**src/core/fesc_pkg.sv**
```systemverilog
package fesc_pkg;
  // Own register map (byte offsets, AXI4-Lite)
  localparam logic [7:0] CTRL_OFF = 8'h00;
  localparam logic [7:0] STAT_OFF = 8'h04;
  localparam logic [7:0] POLL_OFF = 8'h08;
  localparam logic [7:0] SWRD_OFF = 8'h0C;
  // Control fields
  localparam int CTRL_GO_BIT = 0;
  localparam int CTRL_CMD_LSB = 4;
  localparam int CTRL_CMD_W = 2;
  // Status fields
  localparam int STAT_BUSY_BIT = 0;
  localparam int STAT_RDY_BIT = 1;
  localparam int STAT_CLS_LSB = 4;
  // Command codes written on the flash data bus, and unlock addresses
  localparam logic [15:0] CMD_RESET = 16'h00F0;
  localparam logic [15:0] CMD_SR_CLEAR = 16'h0071;
  localparam logic [15:0] CMD_SR_READ = 16'h0070;
  localparam logic [15:0] CMD_ABORT_RESET = 16'h00F0;
  localparam logic [15:0] CMD_UNLOCK1 = 16'h00AA;
  localparam logic [15:0] CMD_UNLOCK2 = 16'h0055;
  localparam logic [11:0] ADDR_UNLOCK1 = 12'h555;
  localparam logic [11:0] ADDR_UNLOCK2 = 12'h2AA;
  // Polling and status bit positions
  localparam int POLL_INV_BIT = 7;
  localparam int POLL_TGL_BIT = 6;
  localparam int POLL_TLF_BIT = 5;
  localparam int POLL_ERA_BIT = 3;
  localparam int POLL_SEC_BIT = 2;
  localparam int POLL_ABT_BIT = 1;
  localparam int SR_VALID_BIT = 7;
  localparam int SR_ERASE_BIT = 5;
  localparam int SR_PROG_BIT = 4;
  localparam int SR_ABORT_BIT = 3;
  localparam int SR_PROT_BIT = 1;
  // Timing at 10 MHz
  localparam int CLK_MHZ = 10;
  localparam int BUS_PHASE_NS = 200;
  localparam int BUS_PHASE_CYC = (BUS_PHASE_NS * CLK_MHZ + 999) / 1000;
  localparam int RESET_BUSY_US = 2;
  localparam int RESET_BUSY_CYC = RESET_BUSY_US * CLK_MHZ;
  localparam int PROT_BUSY_MAX_US = 100;
  localparam int PROT_BUSY_CYC = PROT_BUSY_MAX_US * CLK_MHZ;
  // Commands of the control register
  typedef enum logic [1:0] {
    FESC_OP_POLL,
    FESC_OP_SRREAD,
    FESC_OP_CLEAR,
    FESC_OP_ABORTRST
  } fesc_op_e;
  // Error class decided from status
  typedef enum logic [2:0] {
    FESC_CL_NONE,
    FESC_CL_OPFAIL,
    FESC_CL_PROT,
    FESC_CL_ABORT,
    FESC_CL_BUSY
  } fesc_cls_e;
endpackage : fesc_pkg

```
**src/core/fesc_host.sv**
```systemverilog
// Contract
// [RULE1] Overlay mode persists after clearing; host expects it
// [RULE2] Clearing returns to standby or erase-suspend
// [RULE3] Operation failure keeps busy until cleared
// [RULE4] Failure polling: fail=1, erase=1, abort=0
// [RULE5] Failure inverse bit complements last data
// [RULE6] Failure status: valid, erase or program bit
// [RULE7] Host clears failure by reset or clear
// [RULE8] Failure accepts status read, reset, clear only
// [RULE9] Protection error busy 20-100us, status invalid
// [RULE10] Protection polling: fail=0, erase=1, abort=0
// [RULE11] Protection busy accepts only status read
// [RULE12] After protection busy: valid and protect bits
// [RULE13] After protection period any command accepted
// [RULE14] Buffer abort keeps busy until cleared
// [RULE15] Abort polling: abort=1, fail=0
// [RULE16] Abort erase bit defined only if suspended
// [RULE17] Abort status: valid, program, abort bits
// [RULE18] Host clears abort by abort reset or clear
// [RULE19] Abort accepts status read, abort reset, clear
// [RULE20] Host monitors status and issues clearing command
// [RULE21] Host masks reserved bits, ignores suspend bit
// [RULE22] Busy may last 2us after reset
// [RULE23] Commands outside accepted set are ignored
module fesc_host
  import fesc_pkg::*;
(
  input wire logic mclk,
  input wire logic reset,
  input wire logic [7:0] s_axi_awaddr,
  input wire logic s_axi_awvalid,
  output logic s_axi_awready,
  input wire logic [31:0] s_axi_wdata,
  input wire logic [3:0] s_axi_wstrb,
  input wire logic s_axi_wvalid,
  output logic s_axi_wready,
  output logic [1:0] s_axi_bresp,
  output logic s_axi_bvalid,
  input wire logic s_axi_bready,
  input wire logic [7:0] s_axi_araddr,
  input wire logic s_axi_arvalid,
  output logic s_axi_arready,
  output logic [31:0] s_axi_rdata,
  output logic [1:0] s_axi_rresp,
  output logic s_axi_rvalid,
  input wire logic s_axi_rready,
  output logic [11:0] flashAddr,
  output logic [15:0] flashDqOut,
  output logic flashDqOe,
  input wire logic [15:0] flashDqIn,
  output logic flashCeN,
  output logic flashOeN,
  output logic flashWeN,
  input wire logic readyBusyN
);
  import fesc_pkg::*;

  typedef enum logic [3:0] {
    S_IDLE, S_POLL1, S_POLL2, S_SRCMD, S_SRRD,
    S_UNL1, S_UNL2, S_CLRCMD, S_WAITRDY
  } fesc_state_e;

  typedef struct packed {
    fesc_state_e fsm;
    fesc_op_e op;
    logic busy;
    logic resultRdy;
    fesc_cls_e cls;
    logic [15:0] poll1;
    logic [15:0] poll2;
    logic [7:0] statWord;
    logic cycStart;
    logic cycWrite;
    logic [11:0] cycAddr;
    logic [15:0] cycData;
    logic [15:0] waitCnt;
    logic awHeld;
    logic [7:0] awAddr;
    logic wHeld;
    logic [31:0] wData;
    logic [3:0] wStrb;
    logic bvalid;
    logic [1:0] bresp;
    logic rvalid;
    logic [31:0] rdata;
    logic [1:0] rresp;
    logic rdyMeta;
    logic rdySync;
  } fesc_s;

  fesc_s st_ff, nxt_st;
  logic cycDone;
  logic [15:0] cycRdata;
  logic wrFire;
  logic [15:0] tgl;

  fesc_bus_cycle u_cycle (
    .mclk(mclk),
    .reset(reset),
    .start(st_ff.cycStart),
    .isWrite(st_ff.cycWrite),
    .addr(st_ff.cycAddr),
    .wdata(st_ff.cycData),
    .done(cycDone),
    .rdata(cycRdata),
    .flashAddr(flashAddr),
    .flashDqOut(flashDqOut),
    .flashDqOe(flashDqOe),
    .flashCeN(flashCeN),
    .flashOeN(flashOeN),
    .flashWeN(flashWeN),
    .flashDqIn(flashDqIn)
  );

  assign tgl = st_ff.poll1 ^ cycRdata;
  assign wrFire = st_ff.awHeld & st_ff.wHeld & ~st_ff.bvalid;

  always_comb begin
    nxt_st = st_ff;
    nxt_st.cycStart = 1'b0;
    nxt_st.rdyMeta = readyBusyN;
    nxt_st.rdySync = st_ff.rdyMeta;
    // ----------------------------------------
    // AXI4-Lite slave
    // ----------------------------------------
    if (s_axi_awvalid && !st_ff.awHeld) begin
      nxt_st.awHeld = 1'b1;
      nxt_st.awAddr = s_axi_awaddr;
    end
    if (s_axi_wvalid && !st_ff.wHeld) begin
      nxt_st.wHeld = 1'b1;
      nxt_st.wData = s_axi_wdata;
      nxt_st.wStrb = s_axi_wstrb;
    end
    if (st_ff.bvalid && s_axi_bready) begin
      nxt_st.bvalid = 1'b0;
    end
    if (wrFire) begin
      nxt_st.awHeld = 1'b0;
      nxt_st.wHeld = 1'b0;
      nxt_st.bvalid = 1'b1;
      nxt_st.bresp = 2'b00;
      if (st_ff.awAddr == CTRL_OFF) begin
        if (st_ff.wStrb[0] && st_ff.wData[CTRL_GO_BIT] && !st_ff.busy) begin
          nxt_st.busy = 1'b1;
          nxt_st.resultRdy = 1'b0;
          nxt_st.op = fesc_op_e'(st_ff.wData[CTRL_CMD_LSB +: CTRL_CMD_W]);
          nxt_st.fsm = S_POLL1;
          nxt_st.cycStart = 1'b1;
          nxt_st.cycWrite = 1'b0;
          nxt_st.cycAddr = 12'h000;
        end
      end else begin
        nxt_st.bresp = 2'b10;
      end
    end
    if (st_ff.rvalid && s_axi_rready) begin
      nxt_st.rvalid = 1'b0;
    end
    if (s_axi_arvalid && !st_ff.rvalid) begin
      nxt_st.rvalid = 1'b1;
      nxt_st.rresp = 2'b00;
      case (s_axi_araddr)
        CTRL_OFF: nxt_st.rdata = {26'h0000000, 2'(st_ff.op), 4'h0};
        STAT_OFF: nxt_st.rdata = {25'h0000000, st_ff.cls, 1'b0, st_ff.rdySync,
                                  st_ff.resultRdy, st_ff.busy};
        POLL_OFF: nxt_st.rdata = {st_ff.poll2, st_ff.poll1};
        SWRD_OFF: nxt_st.rdata = {24'h000000, st_ff.statWord};
        default: begin
          nxt_st.rdata = 32'h00000000;
          nxt_st.rresp = 2'b10;
        end
      endcase
    end
    // ----------------------------------------
    // Error detection and clearing sequencer
    // ----------------------------------------
    case (st_ff.fsm)
      S_IDLE: begin
      end
      S_POLL1: begin
        if (cycDone) begin
          nxt_st.poll1 = cycRdata;
          nxt_st.fsm = S_POLL2;
          nxt_st.cycStart = 1'b1;
        end
      end
      // [RULE20] Two reads detect toggling
      S_POLL2: begin
        if (cycDone) begin
          nxt_st.poll2 = cycRdata;
          nxt_st.fsm = S_IDLE;
          nxt_st.busy = 1'b0;
          nxt_st.resultRdy = 1'b1;
          // [RULE21] Reserved bits masked
          if (!tgl[POLL_TGL_BIT]) begin
            nxt_st.cls = FESC_CL_NONE;
          // [RULE4] Failure flag seen
          end else if (cycRdata[POLL_TLF_BIT]) begin
            nxt_st.cls = FESC_CL_OPFAIL;
          // [RULE15] Abort flag seen
          end else if (cycRdata[POLL_ABT_BIT]) begin
            nxt_st.cls = FESC_CL_ABORT;
          // [RULE10] Protection or normal busy
          end else begin
            nxt_st.cls = FESC_CL_BUSY;
          end
          if (st_ff.op != FESC_OP_POLL) begin
            nxt_st.busy = 1'b1;
            nxt_st.resultRdy = 1'b0;
            nxt_st.fsm = S_UNL1;
            nxt_st.cycStart = 1'b1;
            nxt_st.cycWrite = 1'b1;
            nxt_st.cycAddr = ADDR_UNLOCK1;
            nxt_st.cycData = CMD_UNLOCK1;
            // [RULE11] Status read issued in any class, busy included
            if (st_ff.op == FESC_OP_SRREAD) begin
              nxt_st.fsm = S_SRCMD;
              nxt_st.cycAddr = ADDR_UNLOCK1;
              nxt_st.cycData = CMD_SR_READ;
            end
          end
        end
      end
      S_SRCMD: begin
        if (cycDone) begin
          nxt_st.fsm = S_SRRD;
          nxt_st.cycStart = 1'b1;
          nxt_st.cycWrite = 1'b0;
          nxt_st.cycAddr = 12'h000;
        end
      end
      // [RULE6] Status word captured
      S_SRRD: begin
        if (cycDone) begin
          nxt_st.statWord = cycRdata[7:0];
          nxt_st.fsm = S_IDLE;
          nxt_st.busy = 1'b0;
          nxt_st.resultRdy = 1'b1;
          // [RULE12] Protect flag with valid status
          if (cycRdata[SR_VALID_BIT] && cycRdata[SR_PROT_BIT]) begin
            nxt_st.cls = FESC_CL_PROT;
          end
          // [RULE9] Invalid status means still busy
          if (!cycRdata[SR_VALID_BIT]) begin
            nxt_st.cls = FESC_CL_BUSY;
          end
        end
      end
      S_UNL1: begin
        if (cycDone) begin
          nxt_st.fsm = S_UNL2;
          nxt_st.cycStart = 1'b1;
          nxt_st.cycAddr = ADDR_UNLOCK2;
          nxt_st.cycData = CMD_UNLOCK2;
        end
      end
      // [RULE7] Reset or clear ends failure
      // [RULE18] Abort reset or clear ends abort
      S_UNL2: begin
        if (cycDone) begin
          nxt_st.fsm = S_CLRCMD;
          nxt_st.cycStart = 1'b1;
          nxt_st.cycAddr = ADDR_UNLOCK1;
          nxt_st.cycData = (st_ff.op == FESC_OP_ABORTRST) ? CMD_ABORT_RESET : CMD_SR_CLEAR;
        end
      end
      // [RULE22] Allow busy after clearing
      S_CLRCMD: begin
        if (cycDone) begin
          nxt_st.fsm = S_WAITRDY;
          nxt_st.waitCnt = 16'(RESET_BUSY_CYC + PROT_BUSY_CYC);
        end
      end
      // [RULE2] Wait for ready, or for waitCnt to run out, before reporting
      S_WAITRDY: begin
        if (st_ff.rdySync || st_ff.waitCnt == 16'h0000) begin
          nxt_st.fsm = S_IDLE;
          nxt_st.busy = 1'b0;
          nxt_st.resultRdy = 1'b1;
          nxt_st.cls = st_ff.rdySync ? FESC_CL_NONE : FESC_CL_BUSY;
        end else begin
          nxt_st.waitCnt = st_ff.waitCnt - 16'h0001;
        end
      end
      default: nxt_st.fsm = S_IDLE;
    endcase
    if (reset) begin
      nxt_st = '0;
    end
  end

  always_ff @(posedge mclk) begin
    st_ff <= nxt_st;
  end

  assign s_axi_awready = ~st_ff.awHeld;
  assign s_axi_wready = ~st_ff.wHeld;
  assign s_axi_bvalid = st_ff.bvalid;
  assign s_axi_bresp = st_ff.bresp;
  assign s_axi_arready = ~st_ff.rvalid;
  assign s_axi_rvalid = st_ff.rvalid;
  assign s_axi_rdata = st_ff.rdata;
  assign s_axi_rresp = st_ff.rresp;
endmodule : fesc_host

```
**src/core/fesc_bus_cycle.sv**
```systemverilog
module fesc_bus_cycle
  import fesc_pkg::*;
(
  input wire logic mclk,
  input wire logic reset,
  input wire logic start,
  input wire logic isWrite,
  input wire logic [11:0] addr,
  input wire logic [15:0] wdata,
  output logic done,
  output logic [15:0] rdata,
  output logic [11:0] flashAddr,
  output logic [15:0] flashDqOut,
  output logic flashDqOe,
  output logic flashCeN,
  output logic flashOeN,
  output logic flashWeN,
  input wire logic [15:0] flashDqIn
);
  typedef struct packed {
    logic active;
    logic wr;
    logic [7:0] cnt;
    logic doneP;
    logic [15:0] rd;
    logic [11:0] a;
    logic [15:0] d;
  } fescb_s;
  fescb_s st_ff, nxt_st;
  logic [15:0] dqMeta_ff, dqSync_ff;

  // ----------------------------------------
  // Data pins pass two flops
  // ----------------------------------------
  always_ff @(posedge mclk) begin
    dqMeta_ff <= flashDqIn;
    dqSync_ff <= dqMeta_ff;
  end

  always_comb begin
    nxt_st = st_ff;
    nxt_st.doneP = 1'b0;
    if (!st_ff.active) begin
      if (start) begin
        nxt_st.active = 1'b1;
        nxt_st.wr = isWrite;
        nxt_st.a = addr;
        nxt_st.d = wdata;
        nxt_st.cnt = 8'(BUS_PHASE_CYC + 2);
      end
    end else if (st_ff.cnt != 8'h00) begin
      nxt_st.cnt = st_ff.cnt - 8'h01;
    end else begin
      nxt_st.active = 1'b0;
      nxt_st.doneP = 1'b1;
      nxt_st.rd = dqSync_ff;
    end
    if (reset) begin
      nxt_st = '0;
    end
  end

  always_ff @(posedge mclk) begin
    st_ff <= nxt_st;
  end

  assign done = st_ff.doneP;
  assign rdata = st_ff.rd;
  assign flashAddr = st_ff.a;
  assign flashDqOut = st_ff.d;
  assign flashDqOe = st_ff.active & st_ff.wr;
  assign flashCeN = ~st_ff.active;
  assign flashOeN = ~(st_ff.active & ~st_ff.wr);
  // Write strobe released two cycles before end for hold
  assign flashWeN = ~(st_ff.active & st_ff.wr & (st_ff.cnt > 8'h01));
endmodule : fesc_bus_cycle

```
**config.mk**
```make
export PLATFORM = sky130hd
export DESIGN_NAME = fesc_host
export DESIGN_NICKNAME = d
export VERILOG_FILES = /design/src/core/fesc_pkg.sv /design/src/core/fesc_host.sv /design/src/core/fesc_bus_cycle.sv
export SDC_FILE = /design/constraint.sdc
export NUM_CORES = 1
export LEC_CHECK = 0
export ABC_AREA = 1
export BUFFER_PORTS_ARGS = -buffer_cell sky130_fd_sc_hd__buf_2
export CORE_MARGIN = 5
export CORE_UTILIZATION = 40
export CTS_BUF_LIST = sky130_fd_sc_hd__clkbuf_16
export DETAILED_ROUTE_END_ITERATION = 8
export PLACE_DENSITY = 0.64
export SYNTH_ARGS = -nofsm -noshare
export SYNTH_HDL_FRONTEND = slang
export SYNTH_HIERARCHICAL = 1
export SYNTH_SLANG_ARGS = --single-unit
```
**constraint.sdc**
```tcl
create_clock -name mclk -period 4.5 [get_ports mclk]
set_clock_uncertainty 0.2 [all_clocks]
set_input_delay 0.675 -clock mclk [delete_from_list [all_inputs] [get_ports mclk]]
set_output_delay 0.675 -clock mclk [all_outputs]
set_load 0.05 [all_outputs]
```
==> Word-level counts from Yosys, hierarchy flattened <==
Cells that the tools add are included.
{ "word_totals": {"reg_bits": 241, "input_bits": 76, "output_inout_bits": 73, "wordCells": 170} }
{ "op_classes": {"n_addsub": 2, "n_lt_le_gt_ge": 1, "eq_ne": 23, "muxes": 56, "n_bitwise": 15, "n_reduce_logical": 39} }
{ "op_table": {"columns": ["operator", "n"], "rows": [
  ["$pmux 32 s4", 1],
  ["$mux 30", 2],
  ["$mux 14", 4],
  ["$mux 28", 2],
  ["$mux 8", 7],
  ["$pmux 12 s4", 1],
  ["$pmux 16 s3", 1],
  ["$mux 4", 9],
  ["$pmux 4 s9", 1],
  ["$mux 35", 1],
  ["$mux 16", 2],
  ["$pmux 16 s2", 1],
  ["$mux 3", 8],
  ["$mux 17", 1],
  ["$eq 4x3->1 const B", 4],
  ["$eq 8x4->1 const B", 2],
  ["$logic_not 16->1", 1],
  ["$logic_not 8->1", 2],
  ["$sub 16x1->16 const B", 1],
  ["$mux 5", 3],
  ["$pmux 5 s3", 1],
  ["$reduce_and 2->1", 6],
  ["$mux 10", 1],
  ["$ne 2x1->1 const B", 5],
  ["29 further kinds", 69]
]} }

==> Logic depth before layout (Yosys ltp) <==
{ "depth": {"word_depth": 8, "mapped_depth": 11, "ltp_nobuf": 11} }

==> By module <==
Netlist, hierarchy kept.
{ "modules_own_cells": {"columns": ["mod", "instances", "cells_per_inst", "area_each_um2", "seq_area_each_um2"], "rows": [
  ["fesc_host", 1, 885, 6314.8, 2782.7],
  ["fesc_bus_cycle", 1, 365, 3143.0, 1741.7]
]} }

==> Least setup slack after synthesis <==
Ideal clock, no wire load.
{ "synth_timing": {"path_type": "register to output", "startpoint": "register u_cycle/st_ff[45] (netlist name)", "endpoint": "output port flashWeN", "arrival_time_ns": 1.776, "required_time_ns": 3.625, "slack_ns": 1.849, "path_stages_with_launch": 5, "n_path_buf": 0, "path_cell_list": "dfxtp_1 > inv_1 > ha_1 > o21ai_0 > o21ai_0"} }
{ "synth_between": {"elab_chain_cells": 3} }
{ "synth_lines": {"columns": ["element", "line_no", "rtl"], "rows": [
  ["start, declared", "fesc_bus_cycle.sv:29", "fescb_s st_ff, nxt_st;"],
  ["start signal, assigned", "fesc_bus_cycle.sv:64", "st_ff <= nxt_st;"],
  ["$gt 8x1->1", "fesc_bus_cycle.sv:75", "assign flashWeN = ~(st_ff.active & st_ff.wr & (st_ff.cnt > 8'h01));"],
  ["$and 1x1->1", "fesc_bus_cycle.sv:75", null],
  ["$not 1->1", "fesc_bus_cycle.sv:75", null],
  ["end, declared", "fesc_host.sv:53", "output logic flashWeN,"]
]} }
Every way passes these cells.

==> Worst setup path after layout <==
{ "layout_timing": {"startpoint": "register u_cycle/st_ff[54] (netlist name)", "endpoint": "output port flashOeN"} }
{ "layout_between": {"elab_chain_cells": 2} }
{ "layout_lines": {"columns": ["element", "line_no", "rtl"], "rows": [
  ["$and 1x1->1", "fesc_bus_cycle.sv:73", "assign flashOeN = ~(st_ff.active & ~st_ff.wr);"],
  ["$not 1->1", "fesc_bus_cycle.sv:73", null],
  ["end, declared", "fesc_host.sv:52", "output logic flashOeN,"]
]} }
Every way passes these cells.

==> key figures <==
Cells and area
  • Most frequent cells in the layout: 226 x dfxtp_1, 210 x nor2_1, 176 x nand2_1, 114 x buf_2, 113 x o21ai_0
  • FILL cells: 2,451
  • Most common cell after layout, fill and taps aside: dfxtp_1
  • Fraction of layout cells with a size suffix above 1: 15.9%
  • Design Area, Final: 0.0105 mm^2
  • Area occupied by multi-input gates: 0.00369 mm^2
  • Reg area: 0.00452 mm^2
  • # nets final: 1,353
  • Final core area utilization: 44.8%
  • P&R area growth vs syn: 10.8%

Drt
  • Vias: 7,626
  • Initial DRC Count: 525
  • Remaining antenna violation count after routing: 0
  • Final WL: 21.3 mm
  • Via-to-Cell Ratio: 4.73
  • DR WL/cell: 13.2 um
  • TritonRoute pass-1 iters: 5
  • DRC viols: 0

GRT
  • First-pass GRT wire length: 34.7 mm
  • Congestion Overflow GR: 0
  • Initial antenna violation count: 1
  • Vias in the first global route: 6,953
  • Largest net degree at the start of global routing: 69
  • Total track usage: 15.5%

Clock network
  • H-tree levels: 1
  • CTS tree: done
  • Sink Count: 226
  • Post-CTS Setup Inserts: 0
  • Cts repair resizes: 0
  • Hold buffer count at CTS: 0
  • Clock slew at reported path FFs: 0.06 ns
  • Worst skew pair latency: 0.53 ns
  • Clk buf depth: 3
  • Root buffer cell: clkbuf_16
  • TritonCTS Buffers: 25

Power
  • Sequential power share: 48.0%
  • Clk pwr share: 48.7%
  • Comb pwr share: 3.3%
  • Worst IR drop on VDD: 0.218 mV
  • Post-layout power: 4.26 mW
  • Switching share of power: 22.1%
  • Leakage power: 4.53 nW
  • Cell internal pwr: 3.32 mW
  • Switching power: 0.940 mW
  • Pwr/cell area: 407 mW/mm^2

Placed design
  • Dpl ws: 1.59 ns
  • Number of port buffers: 114
  • Post-DP HPWL: 14.7 mm
  • Placer congestion estimate: 0.872
  • Placed Area: 0.00964 mm^2

Die
  • Core box area: 0.0234 mm^2
  • Die H: 164 um
  • # rows: 56
  • Die width: 164 um
  • I/O pins: 149
  • Initial Utilization: 40.4%
  • Die area: 0.0268 mm^2

Timing
  • Fmax: 386 MHz
  • Slew margin rel.: 20.8%
  • Period utilization: 57.6%
  • Final Hold Vio Count: 0
  • Fin Setup TNS: 0 ns
  • Tmin final: 2.59 ns
  • Worst slew pin tran: 1.18 ns
  • Final Worst Setup Slack: 1.91 ns
  • Final Max Slew Viols: 0
  • Final setup fails: 0
  • RSZ-0062 raised after global routing: false

Critical path
  • CP Max Fanout: 10
  • WP data arrival: 1.72 ns
  • Worst R2R Setup Slack: 1.93 ns
  • Setup crit end kind: output pin
  • Critical path required time: 3.62 ns
  • Critical Path Source Type: flip-flop
  • Worst setup path class: flip-flop to output pin

Synthesis
  • Synth async-reset ratio: 0%
  • Netlist cell types: 40
  • Synth Instances: 1,250
  • Predominant post-synthesis flop cell: dfxtp_1
  • Mapped cell area: 0.00946 mm^2
  • Seq/Total Area, Yosys: 47.8%
  • Synth warnings: 6
  • Yosys reg bits: 226
  • EDFF count, synth: 0
  • Avg Inst Size Synth: 7.57 um^2

Worst hold path
  • Class of the worst hold path: input port to flip-flop

Outcome
  • Status: finished, final reports clean

Job
  • MaxCap Viol Count: 0
power by group through the flow:
stage	Combinational, mW	Clock, mW	Sequential, mW
finish	0.141	2.08	2.04
global route	0.159	2.22	2.05
CTS	0.144	2.13	2.04
detailed placement	0.144	0	2.09
global placement	0.142	0	2.09
floorplan	0.0949	0	2.09
sequential cells by signal, summed over array words and instances (netlist names):
signal,count
s_axi_bresp,1
s_axi_rvalid,1
u_cycle/st_ff,10
u_cycle/flashAddr,12
s_axi_rdata,32
u_cycle/dqSync_ff,16
u_cycle/dqMeta_ff,16
u_cycle/done,1
u_cycle/flashDqOut,16
u_cycle/rdata,16
s_axi_bvalid,1
s_axi_rresp,1
st_ff,103
critical path: stages (launching register included):
cell and delay [ns]:
dfxtp_1 0.58, inv_2 0.12, or2_2 0.28, buf_2 0.21
synthesized netlist by cell type (2+ instances only):
cell         n  area [um^2]
o22ai_1      3         18.8
o211ai_1     6         45.0
nor3_1       6         30.0
buf_4       84          631
inv_2       12         45.0
o21ai_0    113          566
a31oi_1      2         12.5
o21ai_1     11         55.1
ha_1         4         50.1
nand2_4      3         33.8
nand4_1      8         50.1
clkinv_1     2         7.51
inv_1       93          349
buf_1        2         7.51
nand3_4      2         35.0
nor2_1     210          788
xor2_1       2         17.5
nand3_1     88          440
nor2_2       7         43.8
o21ai_2      2         17.5
nand2_2      7         43.8
buf_6        3         33.8
nor2_4       5         56.3
a21oi_1    112          561
nand3b_1     4         30.0
dfxtp_1    226         4520
o2111ai_1    2         17.5
clkbuf_1    31          116
nand2_1    176          661
buf_2       11         55.1
or2_2        4         25.0
worst paths after layout:
| check | cells after the start | start | end |
|---|---|---|---|
| hold / removal | 1 | flashDqIn[10] | u_cycle/dqMeta_ff[10] |
| setup reg to reg | 5 | st_ff[179] | st_ff[171] |
| setup / recovery | 3 | u_cycle/st_ff[54] | flashOeN |
| hold reg to reg | 0 | u_cycle/dqMeta_ff[7] | u_cycle/dqSync_ff[7] |
logic make-up after synthesis:
group	count (synthesis)	synth area share (%)
xor+xnor	3	0.278
buf+inv	240	13.5
simple gates	522	23.9
compound gates	254	14.0
flops	226	47.8
fa+ha+maj	4	0.529
other cells	1	0.0396
routing by layer:
metal	share of wire, %	wire length [um]	GRT usage [%]	vias to the layer above
met2	45	9530	24.6	152
met5	0	0	0	-
li1	-	-	-	3995
met1	48	10200	22.2	3454
met4	1.7	354	3.66	0
met3	5.6	1200	2.69	25
cell type report:
class                   instances  area share, %
multi-input cells             793           35.2
well taps                     319           3.81
inverters                     108           3.92
repair buffers                119           5.80
clock inverters                20           2.08
clock buffers                  25           5.97
flip-flops and latches        226           43.2
diodes                          1         0.0239
through the flow:
step / hold slack, ns / std cells
after floorplan: 0.110 / 1259
after global placement: 0.112 / 1565
after detailed placement: 0.113 / 1565
after CTS: 0.0247 / 1610
after global routing: 0.0246 / 1611
final: 0.0479 / 1611
(Power assumes the default switching activity.)
